**config.mk**
```make
export PLATFORM = sky130hd
export DESIGN_NAME = tlb_maint
export DESIGN_NICKNAME = d
export VERILOG_FILES = /design/src/tlb_store.sv /design/src/tlb_maint.sv
export SDC_FILE = /design/constraint.sdc
export NUM_CORES = 2
export LEC_CHECK = 0
export BUFFER_PORTS_ARGS = -buffer_cell sky130_fd_sc_hd__buf_2
export CORE_ASPECT_RATIO = 1.25
export CORE_UTILIZATION = 35
export DETAILED_ROUTE_END_ITERATION = 8
export GPL_TIMING_DRIVEN = 0
export PLACE_DENSITY_LB_ADDON = 0.1
export SLEW_MARGIN = 20
export SYNTH_ARGS = -nofsm -noshare
export SYNTH_HDL_FRONTEND = slang
export SYNTH_HIERARCHICAL = 1
export SYNTH_SLANG_ARGS = --single-unit
```
**constraint.sdc**
```tcl
create_clock -name CLOCK -period 3.9 [get_ports CLOCK]
set_input_delay 0.78 -clock CLOCK [delete_from_list [all_inputs] [get_ports CLOCK]]
set_output_delay 0.78 -clock CLOCK [all_outputs]
set_load 0.05 [all_outputs]
```
**src/tlb_store.sv**
```systemverilog
// Shared constants and the physical page number store of the buffer
`timescale 1ns/10ps

package tlb_pkg;
  localparam int          VPN_W          = 20;
  localparam int          ADDRESS_SPACE_IDENTIFIER_W         = 8;
  localparam int          PPN_W          = 20;
  localparam int          AP_W           = 3;
  localparam int          DATA_W         = 32;
  localparam int          OPND_VPN_LSB   = 12;
  localparam int          OPND_ADDRESS_SPACE_IDENTIFIER_LSB  = 0;
  localparam int          RES_PPN_LSB    = 12;
  localparam int          RES_FAULT_BIT  = 0;
  localparam int          OP2_SECURE_BIT = 2;
  localparam logic [31:0] RES_RESET      = 32'h0000_0000;
  // Coprocessor decode
  localparam logic [2:0]  OP1_SYS        = 3'h0;
  localparam logic [3:0]  CRN_CACHE      = 4'h7;
  localparam logic [3:0]  CRN_MAINT      = 4'h8;
  localparam logic [3:0]  CRM_TRANSLATE  = 4'h8;
  localparam logic [3:0]  CRM_RESULT     = 4'h4;
  localparam logic [2:0]  OP2_RESULT     = 3'h0;
  localparam logic [3:0]  CRM_BCAST      = 4'h3;
  localparam logic [3:0]  CRM_ITLB       = 4'h5;
  localparam logic [3:0]  CRM_DTLB       = 4'h6;
  localparam logic [3:0]  CRM_UTLB       = 4'h7;
  // Maintenance selectors
  localparam logic [2:0]  OP2_INV_ALL    = 3'h0;
  localparam logic [2:0]  OP2_INV_ADDR   = 3'h1;
  localparam logic [2:0]  OP2_INV_SPACE  = 3'h2;
  localparam logic [2:0]  OP2_INV_ANY    = 3'h3;
  // Probe checks, low two selector bits
  localparam logic [1:0]  CHK_PRIV_RD    = 2'h0;
  localparam logic [1:0]  CHK_PRIV_WR    = 2'h1;
  localparam logic [1:0]  CHK_USER_RD    = 2'h2;
  localparam logic [1:0]  CHK_USER_WR    = 2'h3;
  // Entry access permission codes
  localparam logic [2:0]  AP_NONE        = 3'h0;
  localparam logic [2:0]  AP_PRIV        = 3'h1;
  localparam logic [2:0]  AP_USER_RO     = 3'h2;
  localparam logic [2:0]  AP_FULL        = 3'h3;
  localparam logic [2:0]  AP_PRIV_RO     = 3'h5;
  localparam logic [2:0]  AP_ALL_RO_A    = 3'h6;
  localparam logic [2:0]  AP_ALL_RO_B    = 3'h7;

  typedef enum logic [3:0] {
    ST_IDLE   = 4'b0001,
    ST_PROBE  = 4'b0010,
    ST_RESULT = 4'b0100,
    ST_SWEEP  = 4'b1000
  } state_t;
endpackage : tlb_pkg

module tlb_store
  import tlb_pkg::*;
#(
  parameter int ENTRIES = 16,
  parameter int IDX_W   = $clog2(ENTRIES)
) (
  input  wire logic             clk,
  input  wire logic             wr_en,
  input  wire logic [IDX_W-1:0] wr_idx,
  input  wire logic [PPN_W-1:0] wr_data,
  input  wire logic [IDX_W-1:0] rd_idx,
  output logic      [PPN_W-1:0] rd_data_r
);
  logic [PPN_W-1:0] mem [ENTRIES];

  always_ff @(posedge clk) begin
    if (wr_en) begin
      mem[wr_idx] <= wr_data;
    end
  end

  // Registered read keeps the probe path off the compare tree
  always_ff @(posedge clk) begin
    rd_data_r <= mem[rd_idx];
  end
endmodule : tlb_store

```
**src/tlb_maint.sv**
```systemverilog
// Buffer maintenance and address translation probe command logic
`timescale 1ns/10ps

module tlb_maint
  import tlb_pkg::*;
#(
  parameter int ENTRIES = 16,
  parameter int IDX_W   = $clog2(ENTRIES)
) (
  input  wire logic              CLOCK,
  input  wire logic              RESET_N,
  input  wire logic              CP_VALID,
  input  wire logic              CP_WRITE,
  input  wire logic [2:0]        CP_OP1,
  input  wire logic [3:0]        CP_CRN,
  input  wire logic [3:0]        CP_CRM,
  input  wire logic [2:0]        CP_OP2,
  input  wire logic [DATA_W-1:0] CP_WDATA,
  input  wire logic              PRIV_MODE,
  input  wire logic              SECURE,
  input  wire logic [ADDRESS_SPACE_IDENTIFIER_W-1:0] CONTEXT_ADDRESS_SPACE_IDENTIFIER,
  input  wire logic              IRQ_PENDING,
  input  wire logic              FILL_VALID,
  input  wire logic [IDX_W-1:0]  FILL_INDEX,
  input  wire logic [VPN_W-1:0]  FILL_VPN,
  input  wire logic [ADDRESS_SPACE_IDENTIFIER_W-1:0] FILL_ADDRESS_SPACE_IDENTIFIER,
  input  wire logic [PPN_W-1:0]  FILL_PPN,
  input  wire logic [AP_W-1:0]   FILL_AP,
  input  wire logic              FILL_GLOBAL,
  input  wire logic              FILL_LOCK,
  output logic                   BUSY,
  output logic                   CP_DONE,
  output logic                   CP_UNDEF,
  output logic                   CP_RESTART,
  output logic      [DATA_W-1:0] CP_RDATA,
  output logic      [DATA_W-1:0] PA_RESULT,
  output logic                   BCAST_VALID,
  output logic      [2:0]        BCAST_OP,
  output logic      [DATA_W-1:0] BCAST_DATA
);
  state_t            state_r;
  logic [IDX_W-1:0]  sweep_idx_r;
  logic [ADDRESS_SPACE_IDENTIFIER_W-1:0] sweep_address_space_identifier_r;
  logic [VPN_W-1:0]  probe_vpn_r;
  logic [ADDRESS_SPACE_IDENTIFIER_W-1:0] probe_address_space_identifier_r;
  logic [1:0]        probe_chk_r;
  logic              probe_hit_r;
  logic              probe_ok_r;
  logic [IDX_W-1:0]  probe_idx_r;
  logic [PPN_W-1:0]  ppn_rd;

  logic [ENTRIES-1:0] valid_r;
  logic [ENTRIES-1:0] lock_r;
  logic [ENTRIES-1:0] glob_r;
  logic [VPN_W-1:0]   vpn_r  [ENTRIES];
  logic [ADDRESS_SPACE_IDENTIFIER_W-1:0]  address_space_identifier_r [ENTRIES];
  logic [AP_W-1:0]    ap_r   [ENTRIES];

  logic              take;
  logic              in_space;
  logic              is_result;
  logic              is_trans;
  logic              is_maint;
  logic              maint_crm_ok;
  logic              undef;
  logic              do_all;
  logic              do_addr;
  logic              do_any;
  logic              start_sweep;
  logic              start_probe;
  logic [VPN_W-1:0]  op_vpn;
  logic [ADDRESS_SPACE_IDENTIFIER_W-1:0] op_address_space_identifier;
  logic              sweep_last;
  logic              sweep_abort;
  logic [ENTRIES-1:0] hit_vec;
  logic              hit_any;
  logic [IDX_W-1:0]  hit_idx;

  // Commands are taken only while idle; the pipeline holds until BUSY drops
  assign take     = CP_VALID && (state_r == ST_IDLE);
  assign in_space = (CP_OP1 == OP1_SYS) &&
                    ((CP_CRN == CRN_MAINT) || (CP_CRN == CRN_CACHE &&
                     (CP_CRM == CRM_TRANSLATE || CP_CRM == CRM_RESULT)));
  assign is_result = (CP_CRN == CRN_CACHE) && (CP_CRM == CRM_RESULT) &&
                     (CP_OP2 == OP2_RESULT);
  assign is_trans  = (CP_CRN == CRN_CACHE) && (CP_CRM == CRM_TRANSLATE);
  assign is_maint  = (CP_CRN == CRN_MAINT);

  // Instruction and data scopes alias the unified buffer
  assign maint_crm_ok = (CP_CRM == CRM_BCAST) || (CP_CRM == CRM_ITLB) ||
                        (CP_CRM == CRM_DTLB)  || (CP_CRM == CRM_UTLB);

  // User access, or any read except the result register, traps
  assign undef = take && in_space &&
                 (!PRIV_MODE ||
                  (!CP_WRITE && !is_result));

  // Operand split: page in the upper bits, identifier in the low byte
  assign op_vpn  = CP_WDATA[OPND_VPN_LSB +: VPN_W];
  assign op_address_space_identifier = CP_WDATA[OPND_ADDRESS_SPACE_IDENTIFIER_LSB +: ADDRESS_SPACE_IDENTIFIER_W];

  // Undefined selector/scope pairs simply complete with no effect
  always_comb begin
    do_all      = 1'b0;
    do_addr     = 1'b0;
    do_any      = 1'b0;
    start_sweep = 1'b0;
    start_probe = 1'b0;
    if (take && !undef && CP_WRITE && in_space) begin
      if (is_maint && maint_crm_ok) begin
        case (CP_OP2)
          OP2_INV_ALL:   do_all      = 1'b1;
          OP2_INV_ADDR:  do_addr     = 1'b1;
          OP2_INV_SPACE: start_sweep = 1'b1;
          OP2_INV_ANY:   do_any      = 1'b1;
          default: begin
          end
        endcase
      end else if (is_trans) begin
        start_probe = 1'b1;
      end
    end
  end

  assign sweep_last  = (sweep_idx_r == IDX_W'(ENTRIES - 1));
  assign sweep_abort = (state_r == ST_SWEEP) && IRQ_PENDING;

  // Per-entry state; all, address and any invalidations land in the command cycle, sweep kills at most one entry per sweep cycle
  genvar gi;
  generate
    for (gi = 0; gi < ENTRIES; gi++) begin : g_entry
      logic va_hit;
      logic id_hit;
      logic kill;
      assign va_hit = (vpn_r[gi] == op_vpn);
      assign id_hit = (address_space_identifier_r[gi] == op_address_space_identifier);
      assign kill =
        (do_all && !lock_r[gi]) ||
        (do_addr && va_hit && (glob_r[gi] || id_hit) &&
         !lock_r[gi]) ||
        (do_any && va_hit && !lock_r[gi]) ||
        ((state_r == ST_SWEEP) && !sweep_abort &&
         (sweep_idx_r == IDX_W'(gi)) &&
         (address_space_identifier_r[gi] == sweep_address_space_identifier_r) &&
         !glob_r[gi]);

      always_ff @(posedge CLOCK) begin
        if (!RESET_N) begin
          valid_r[gi] <= 1'b0;
        end else if (FILL_VALID && FILL_INDEX == IDX_W'(gi)) begin
          valid_r[gi] <= 1'b1;
        end else if (kill) begin
          valid_r[gi] <= 1'b0;
        end
      end

      always_ff @(posedge CLOCK) begin
        if (!RESET_N) begin
          lock_r[gi] <= 1'b0;
          glob_r[gi] <= 1'b0;
          vpn_r[gi]  <= '0;
          address_space_identifier_r[gi] <= '0;
          ap_r[gi]   <= AP_NONE;
        end else if (FILL_VALID && FILL_INDEX == IDX_W'(gi)) begin
          lock_r[gi] <= FILL_LOCK;
          glob_r[gi] <= FILL_GLOBAL;
          vpn_r[gi]  <= FILL_VPN;
          address_space_identifier_r[gi] <= FILL_ADDRESS_SPACE_IDENTIFIER;
          ap_r[gi]   <= FILL_AP;
        end
      end

      // Probe matches under the current context identifier
      assign hit_vec[gi] = valid_r[gi] && (vpn_r[gi] == probe_vpn_r) &&
                           (glob_r[gi] ||
                            address_space_identifier_r[gi] == probe_address_space_identifier_r);
    end
  endgenerate

  // Lowest matching entry wins
  always_comb begin
    hit_any = 1'b0;
    hit_idx = '0;
    for (int i = ENTRIES - 1; i >= 0; i--) begin
      if (hit_vec[i]) begin
        hit_any = 1'b1;
        hit_idx = IDX_W'(i);
      end
    end
  end

  function automatic logic perm_ok(input logic [AP_W-1:0] ap,
                                   input logic [1:0]      chk);
    logic user;
    logic wr;
    user = (chk == CHK_USER_RD) || (chk == CHK_USER_WR);
    wr   = (chk == CHK_PRIV_WR) || (chk == CHK_USER_WR);
    case (ap)
      AP_PRIV:     perm_ok = !user;
      AP_USER_RO:  perm_ok = !user || !wr;
      AP_FULL:     perm_ok = 1'b1;
      AP_PRIV_RO:  perm_ok = !user && !wr;
      AP_ALL_RO_A: perm_ok = !wr;
      AP_ALL_RO_B: perm_ok = !wr;
      default:     perm_ok = 1'b0;
    endcase
  endfunction : perm_ok

  tlb_store #(
    .ENTRIES (ENTRIES),
    .IDX_W   (IDX_W)
  ) u_store (
    .clk       (CLOCK),
    .wr_en     (FILL_VALID),
    .wr_idx    (FILL_INDEX),
    .wr_data   (FILL_PPN),
    .rd_idx    (hit_idx),
    .rd_data_r (ppn_rd)
  );

  // Sequencer
  always_ff @(posedge CLOCK) begin
    if (!RESET_N) begin
      state_r <= ST_IDLE;
    end else begin
      case (state_r)
        ST_IDLE: begin
          if (start_probe) begin
            state_r <= ST_PROBE;
          end else if (start_sweep) begin
            state_r <= ST_SWEEP;
          end
        end
        ST_PROBE:  state_r <= ST_RESULT;
        ST_RESULT: state_r <= ST_IDLE;
        ST_SWEEP: begin
          if (sweep_abort || sweep_last) begin
            state_r <= ST_IDLE;
          end
        end
        default: state_r <= ST_IDLE;
      endcase
    end
  end

  // Sweep always begins at entry 0, so a re-executed command also
  // catches entries refilled during the interrupt
  always_ff @(posedge CLOCK) begin
    if (!RESET_N) begin
      sweep_idx_r  <= '0;
      sweep_address_space_identifier_r <= '0;
    end else if (start_sweep) begin
      sweep_idx_r  <= '0;
      sweep_address_space_identifier_r <= op_address_space_identifier;
    end else if (state_r == ST_SWEEP && !sweep_abort) begin
      sweep_idx_r  <= sweep_idx_r + IDX_W'(1);
    end
  end

  // Probe capture; bit 2 of the selector is not used, only bits 1:0 are kept as the check
  always_ff @(posedge CLOCK) begin
    if (!RESET_N) begin
      probe_vpn_r  <= '0;
      probe_address_space_identifier_r <= '0;
      probe_chk_r  <= CHK_PRIV_RD;
    end else if (start_probe) begin
      probe_vpn_r  <= op_vpn;
      probe_address_space_identifier_r <= CONTEXT_ADDRESS_SPACE_IDENTIFIER;
      // Same check set in both states; SECURE is not read anywhere in the block
      probe_chk_r  <= CP_OP2[1:0];
    end
  end

  always_ff @(posedge CLOCK) begin
    if (!RESET_N) begin
      probe_hit_r <= 1'b0;
      probe_ok_r  <= 1'b0;
      probe_idx_r <= '0;
    end else if (state_r == ST_PROBE) begin
      probe_hit_r <= hit_any;
      probe_ok_r  <= perm_ok(ap_r[hit_idx], probe_chk_r);
      probe_idx_r <= hit_idx;
    end
  end

  // Result register: page number above, fault flag in bit 0
  always_ff @(posedge CLOCK) begin
    if (!RESET_N) begin
      PA_RESULT <= RES_RESET;
    end else if (state_r == ST_RESULT) begin
      PA_RESULT <= RES_RESET;
      if (probe_hit_r) begin
        PA_RESULT[RES_PPN_LSB +: PPN_W] <= ppn_rd;
      end
      PA_RESULT[RES_FAULT_BIT] <= !(probe_hit_r && probe_ok_r);
    end
  end

  always_ff @(posedge CLOCK) begin
    if (!RESET_N) begin
      CP_RDATA <= '0;
    end else if (take && !undef && !CP_WRITE && is_result) begin
      CP_RDATA <= PA_RESULT;
    end
  end

  // Completion and trap pulses
  always_ff @(posedge CLOCK) begin
    if (!RESET_N) begin
      CP_DONE    <= 1'b0;
      CP_UNDEF   <= 1'b0;
      CP_RESTART <= 1'b0;
    end else begin
      CP_UNDEF   <= undef;
      CP_RESTART <= sweep_abort;
      CP_DONE    <= (take && !undef && !start_probe && !start_sweep) ||
                    (state_r == ST_RESULT) ||
                    (state_r == ST_SWEEP && !sweep_abort && sweep_last);
    end
  end

  // Held high while a multi-cycle command owns the buffer; fetch flush
  // must wait on it so no stale entry survives the flush
  always_ff @(posedge CLOCK) begin
    if (!RESET_N) begin
      BUSY <= 1'b0;
    end else begin
      BUSY <= start_probe || start_sweep ||
              (state_r == ST_PROBE) ||
              (state_r == ST_SWEEP && !sweep_abort && !sweep_last);
    end
  end

  // Broadcast scope is also performed locally
  always_ff @(posedge CLOCK) begin
    if (!RESET_N) begin
      BCAST_VALID <= 1'b0;
      BCAST_OP    <= OP2_INV_ALL;
      BCAST_DATA  <= '0;
    end else begin
      BCAST_VALID <= (do_all || do_addr || do_any || start_sweep) &&
                     (CP_CRM == CRM_BCAST);
      if (take && CP_WRITE) begin
        BCAST_OP   <= CP_OP2;
        BCAST_DATA <= CP_WDATA;
      end
    end
  end
endmodule : tlb_maint

```
Yosys cells after proc, flatten, opt, wreduce, memory -nomap -nowiden
Memory sizes are Yosys's and may differ from the RTL's. A register that Yosys moved wholly into a read port is not among the register bits.
Index checks and enable logic that the tools add are counted.
Widths: inputs -> output; s select.

word-level totals
  register bits after elaboration = 178
  memories kept = 4
  word-level logic and storage cells = 819
  bits in writable memories = 816

operators by class
  reductions and logical operators = 380
  equality and inequality tests = 136
  bitwise logic cells = 49
  mux-type cells = 184
  $add $sub $neg = 1

memory list
  name                        words  width  read ports  clocked after memory_dff  wr ports  line             source
  u_store.mem                 16     20     1           1                         1         tlb_store.sv:67  logic [PPN_W-1:0] mem [ENTRIES];
  vpn_r                       16     20     16          0                         16        tlb_maint.sv:55  logic [VPN_W-1:0] vpn_r [ENTRIES];
  address_space_identifier_r  16     8      16          0                         16        tlb_maint.sv:56  logic [ADDRESS_SPACE_IDENTIFIER_W-1:0] address_space_identifier_r [ENTRIES];
  ap_r                        16     3      1           0                         16        tlb_maint.sv:57  logic [AP_W-1:0] ap_r [ENTRIES];

operators with widths
  operator             number
  $eq 20x20->1         32
  $eq 8x8->1           48
  $mux 20              17
  $logic_and 1x1->1    216
  $mux 8               16
  $mux 1               114
  $logic_or 1x1->1     98
  $eq 4x4->1 const B   19
  $mux 4               19
  $eq 4x3->1 const B   14
  $mux 3               16
  $or 1x1->1           48
  $logic_not 1->1      43
  $reduce_bool 2->1    16
  $eq 4x2->1 const B   6
  $eq 3x2->1 const B   4
  $eq 4x1->1 const B   3
  $pmux 4 s3           1
  $eq 3x3->1 const B   3
  $logic_not 4->1      2
  $eq 3x1->1 const B   2
  $logic_not 3->1      2
  $pmux 1 s5           1
  $add 4x1->4 const B  1
  other kinds (7)      9

Logic depth before layout (Yosys ltp)
An unclocked memory read counts as a cell.

  word-level depth = 24
  depth in mapped cells = 18

Hierarchy
Netlist, hierarchy kept.

modules (own cells, without submodules)
  module     instances  area each (um^2)  cells an instance
  tlb_maint  1          39240.1           3615
  tlb_store  1          12530.8           533

Worst setup path after synthesis
OpenSTA, ideal clock, no wires.

  path kind = reg-to-reg
  from = register probe_vpn_r[2]
  to = register u_store.rd_data_r[0] (read register of u_store.mem)
  path buffers = 4
  cell stages (with the launch flop) = 17
  required time = 3.780 ns
  arrival time = 3.443 ns
  path slack = 0.337 ns
  path through = dfxtp_1 buf_2 buf_2 xor2_1 nor4_1 nand4_1 or4_1 o21ai_0 a21oi_1 o21ai_0 a21oi_1 o31ai_1 buf_6 buf_6 mux4_1 a22oi_1 nand2_1

on the way
  word-level cells in the longest chain between the ends = 19

RTL lines
  element                          line              source
  from (decl)                      tlb_maint.sv:44   logic [VPN_W-1:0] probe_vpn_r;
  from (signal assigned)           tlb_maint.sv:267  probe_vpn_r <= op_vpn;
  $eq 20x20->1                     tlb_maint.sv:174  assign hit_vec[gi] = valid_r[gi] && (vpn_r[gi] == probe_vpn_r) &&
  $logic_and 1x1->1 (2 in series)  tlb_maint.sv:174
  $mux 4 (15 in series)            tlb_maint.sv:185  if (hit_vec[i]) begin
  $mux 4 (*)                       tlb_maint.sv:185
  named net hit_idx[0]             tlb_maint.sv:77   logic [IDX_W-1:0] hit_idx;
  to (decl)                        tlb_store.sv:65   output logic [PPN_W-1:0] rd_data_r

The timed path passes the listed nets; every way through them passes the cells marked *.
A chain may end at the register's enable or synchronous reset.

Worst setup path in the final report
  from = register probe_address_space_identifier_r[2]
  to = register probe_ok_r

on the way
  word-level cells in the longest chain between the ends = 23

RTL lines
  element                           line              source
  from (decl)                       tlb_maint.sv:45   logic [ADDRESS_SPACE_IDENTIFIER_W-1:0] probe_address_space_identifier_r;
  from (signal assigned)            tlb_maint.sv:264  probe_address_space_identifier_r <= '0;
  from (signal assigned)            tlb_maint.sv:268  probe_address_space_identifier_r <= CONTEXT_ADDRESS_SPACE_IDENTIFIER;
  $eq 8x8->1                        tlb_maint.sv:176  address_space_identifier_r[gi] == probe_address_space_identifier_r);
  $logic_or 1x1->1                  tlb_maint.sv:175  (glob_r[gi] ||
  $logic_and 1x1->1                 tlb_maint.sv:174
  $mux 4 (15 in series)             tlb_maint.sv:185
  $mux 4 (*)                        tlb_maint.sv:185
  $mem_v2 16x3 (*)                  -
  $eq 3x3->1                        tlb_maint.sv:198  case (ap)
  $reduce_or 2->1 (no source line)  -
  $pmux 1 s5 (*)                    tlb_maint.sv:198
  to (signal assigned)              tlb_maint.sv:281  probe_ok_r <= perm_ok(ap_r[hit_idx], probe_chk_r);
  to (decl)                         tlb_maint.sv:48   logic probe_ok_r;

Every way passes the cells marked *; elsewhere a longest branch is shown, timed or not.

==> results by stage <==
Global route:
- The maximum number of pins on one net before global-route repair is 32.
- The overall overflow remaining after global route is 0.
- The via count of the first global-routing pass is 36000.
- The first-pass GRT wire length is 299000 µm.
- The number of antenna violations at the first check in global routing is 18.
- Global routing consumed, over all layers together, 29.4% of the routing resources.

Setup path:
- The depth of the most critical reg-to-reg path is 17.
- The worst setup path is launched from a register.
- Along the worst path, the maximum fanout reaches 8.
- The data arrival at the endpoint of the critical path is 4.80 ns.
- In this run the register-to-register setup slack is -0.22 ns.
- The data required time at the worst endpoint is 4.58 ns.
- The class of the most critical setup path is reg -> reg.
- STA classifies the critical path endpoint as a register.

Synthesis:
- The async set-reset flop share out of synthesis is 0%.
- In the synthesized netlist the dominant register cell turns out to be edfxtp_1.
- The number of enable flip-flop cells after synthesis is 816.
- The average instance in the mapped netlist occupies 12.5 µm².
- The portion of the post-synthesis area used by sequential elements is 55.0%.
- The area share of the leading cell type in the synthesized netlist is 47.3%.
- The biggest area contributor in the post-synthesis netlist is edfxtp_1.
- By area the synthesized netlist is led by edfxtp_1 47%, xor2_1 12%, dfxtp_1 7.7%.
- In this run, distinct cell masters in the synthesized netlist total 65.
- The post-synthesis instance area is approximately 52000 µm².
- The count of synthesis-stage warnings from yosys is 6.
- Counting every instance in the synthesized netlist gives 4148.
- The synthesized design contains slightly above 1000 register bits.

Detailed routing:
- The total routed wirelength is 224000 µm.
- Dividing the detail-routed wire length by the instance count gives 34.1 µm.
- Once detail routing completed, the nets flagged for antenna violations numbered 0.
- In this run, the number of DRC markers left after iteration 0 of detailed routing was between 3000 and 4000.
- The first-pass detailed-route iteration total is 5.
- The DRC violation count after routing is 0.
- Dividing the detail-routed via count by the number of cells gives approximately 5.6.
- The via total after detailed routing is 36500.

Timing:
- The achievable frequency is 243 MHz.
- The summed negative setup slack over all endpoints is -1.23 ns.
- The max-slew violation count was 0.
- The post-route clock skew is 0.0501 ns.
- The final critical path takes up 106% of the cycle.
- For the pin with the worst max-slew slack, the measured transition is 1.30 ns.
- Setup violations remaining at the end of the flow were counted as 18.
- The final hold violation count is 0.
- Setup repair after global routing could not meet its margin everywhere.
- Across all setup checks in the final design, the least slack found is -0.217 ns.
- After layout, the minimum clock period comes to 4.12 ns.
- The worst slew margin relative to its limit is between 10% and 20%.

Worst hold path:
- The number of cells on the worst hold path is 3.
- The class of the tightest hold or removal check is in -> reg.

Finish:
- The layout net count is 4687.
- Leaving out filler cells and counting taps, the final layout contains 6568.
- The fill cell total of the finished layout is 13800.
- With fillers left out, the area of the finished cells amounts to 62500 µm².
- The final core utilization is between 40% and 50%.
- The area growth from synthesis to layout is 20.7%.
- Of the cells placed in the final design, the portion with a size suffix greater than 1 is 19.8%.

Floorplanning:
- The initial utilization of the core area, before any placement, comes to 35.3%.
- The floorplan step defined a die boundary enclosing between 100000 and 150000 µm².
- After floorplanning, the core was sized to cover 147000 µm².
- The number of ports placed on the die boundary is 223.
- The floorplan has 157 rows.
- The die outline width is 346 µm.
- The overall die height is 432 µm.

Clock network:
- For this design, the sink count on the clock tree is 1014.
- The master cell of the clock root buffer is clkbuf_16.
- After clock tree synthesis, the clock-pin slew on the worst setup and hold paths is 0.06 ns.
- Clock latency on the worst-skew pair, taken at its later pin, is 0.76 ns.
- TritonCTS built the clock tree.
- The maximum number of buffers from clock root to sink is 3.
- The level count of the clock H-tree is 3.
- TritonCTS created about 110 clock buffers.

Power and ir drop:
- IR analysis of the VDD net gives a maximum drop of about 370 µV.
- The leakage dissipation is 22.9 nW.
- Dividing total power by cell area gives a power density of between 400 and 500 nW/µm².
- After layout, the design draws a total of 25.4 mW.

Placement:
- During placement, the flow inserted port buffers numbering 167.
- At the end of routability-driven placement, the weighted congestion stood at 0.973.
- The half-perimeter wire length after placement is 156000 µm.
- Once placement finished, the instance area stood at 56100 µm².
- Once placement completed, the tool counted placed cells totaling 6286.

Outcome:
- The flow ran to the end, but the final reports show violations.
- The checks that failed: negative setup slack.

Job:
- The number of max-cap violations is 0.
[layer usage]
layer | vias up | wire [µm] | GRT usage (%)
li1 | 15700 | - | -
met1 | 18600 | 84300 | 34.1
met2 | 1591 | 108000 | 49.7
met3 | 539 | 14100 | 4.78
met4 | 14 | 17600 | 20.3
met5 | - | 77 | 0
[area by class of cell]
type	instances	area (µm²)	area share, %
sequential	1014	28500	45.6
multi-input combinational	2822	22900	36.7
antenna	3	7.51	0.0120
buffer	304	2450	3.92
clock buffer	161	3140	5.02
tap	1908	2390	3.82
timing repair buffer	289	2540	4.07
clock inverter	43	485	0.777
inverter	24	90.1	0.144
[cell usage after synthesis, types with 4 or more instances]
cell / number
and3_1: 5
o21a_1: 18
xor2_1: 737
buf_4: 37
a21oi_1: 26
mux4_1: 16
dfxtp_1: 198
buf_6: 31
a22oi_1: 54
nor3_1: 54
mux2i_1: 76
nand2_1: 187
and2_1: 504
buf_2: 20
a211o_1: 26
nand4_1: 120
clkbuf_1: 204
nor2_1: 49
a21boi_0: 63
buf_1: 15
or4_4: 4
nor4b_1: 9
a211oi_1: 4
nand4b_1: 17
xnor2_1: 291
or4_1: 24
ha_1: 4
nand3_1: 46
a22o_1: 32
o21ai_0: 8
nor4_1: 230
nand2b_1: 7
a41o_1: 13
nand3b_1: 8
nor3b_1: 11
edfxtp_1: 816
nor2b_1: 56
mux4_2: 64
inv_1: 24
[worst paths after layout]
kind	startpoint	to
worst min register to register	BCAST_DATA[7]	BCAST_DATA[7]
worst min-delay path	CP_WDATA[8]	BCAST_DATA[8]
worst max-delay path	probe_address_space_identifier_r[2]	probe_ok_r
worst max register to register	probe_address_space_identifier_r[2]	probe_ok_r
[flip-flops by register name, indices dropped and copies added, names as in the netlist, 2 cells and up]
name / flops
probe_vpn_r: 20
sweep_idx_r: 4
PA_RESULT: 21
u_store/rd_data_r: 20
ap_r: 48
BCAST_DATA: 32
sweep_address_space_identifier_r: 8
vpn_r: 320
state_r: 4
address_space_identifier_r: 128
CP_RDATA: 21
BCAST_OP: 3
glob_r: 16
probe_address_space_identifier_r: 8
u_store/mem: 320
valid_r: 16
probe_chk_r: 2
lock_r: 16
[per-stage QoR]
step / hold slack, ns / worst slack [ns]
floorplan: 0.450 / 0.337
global placement: 0.449 / -3.22
detailed placement: 0.456 / -2.45
CTS: 0.221 / -0.145
global route: 0.275 / -0.261
finish: 0.267 / -0.217
[where the power goes]
group / switching, mW / internal [mW]
Clock: 4.63 / 6.04
Combinational: 1.49 / 0.718
Sequential: 0.374 / 12.1
[cells by family after synthesis]
family	Yosys count	share of synthesized area, %
other cells	1	0.00724
flops	1014	55.0
xor+xnor	1028	17.4
simple gates	1346	15.3
buf+inv	333	3.23
compound gates	266	3.96
fa+ha+maj	4	0.0967
mux	156	5.07
[placed cells by master, fill, tap and decap left out, types with 16 or more instances in the layout]
master     Yosys  routed
clkinv_1       0      18
a22oi_2        0      41
clkbuf_2       0      68
buf_16         0      34
mux4_2        64      79
inv_2          0      17
conb_1         1      22
a22o_1        32      32
nor2_4         0      16
nor3_1        54      47
nor4_2         3      40
and2_1       504     502
buf_4         37      87
clkbuf_16      0     115
nand4_1      120     120
nor2b_1       56      56
nand3_1       46      45
o21a_1        18      18
nor2_1        49      32
buf_12         1      58
buf_6         31      17
a21boi_0      63      63
mux2i_1       76      76
buf_2         20     180
xor2_1       737     728
nand2_1      187     179
a211o_1       26      22
clkbuf_1     204     159
dfxtp_1      198     193
or4_4          4      19
clkbuf_8       1      21
edfxtp_1     816     816
nor4_1       230     182
nand4b_1      17      17
xnor2_1      291     291
[what timing repair did]
action                     4_1_cts  5_1_grt
resized for setup              341      113
cloned                           3        2
setup endpoints to repair       75       23
hold buffers                     0        0
pin swaps                       76       71
buffers inserted                44       32
[worst max-delay path, stage by stage, from the launching register on]
cell	delay [ns]
dfxtp_2	0.33
buf_12	0.15
buf_12	0.15
buf_8	0.13
xor2_4	0.18
nor4_4	0.36
a21oi_4	0.19
or4_4	0.65
buf_6	0.15
nand2_2	0.05
a311oi_2	0.06
o32a_4	0.46
and2_4	0.20
a22oi_2	0.22
nand2_2	0.11
a22oi_2	0.15
nand4_1	0.26
a31oi_1	0.25
No activity file was read; power rests on OpenSTA's default activity.
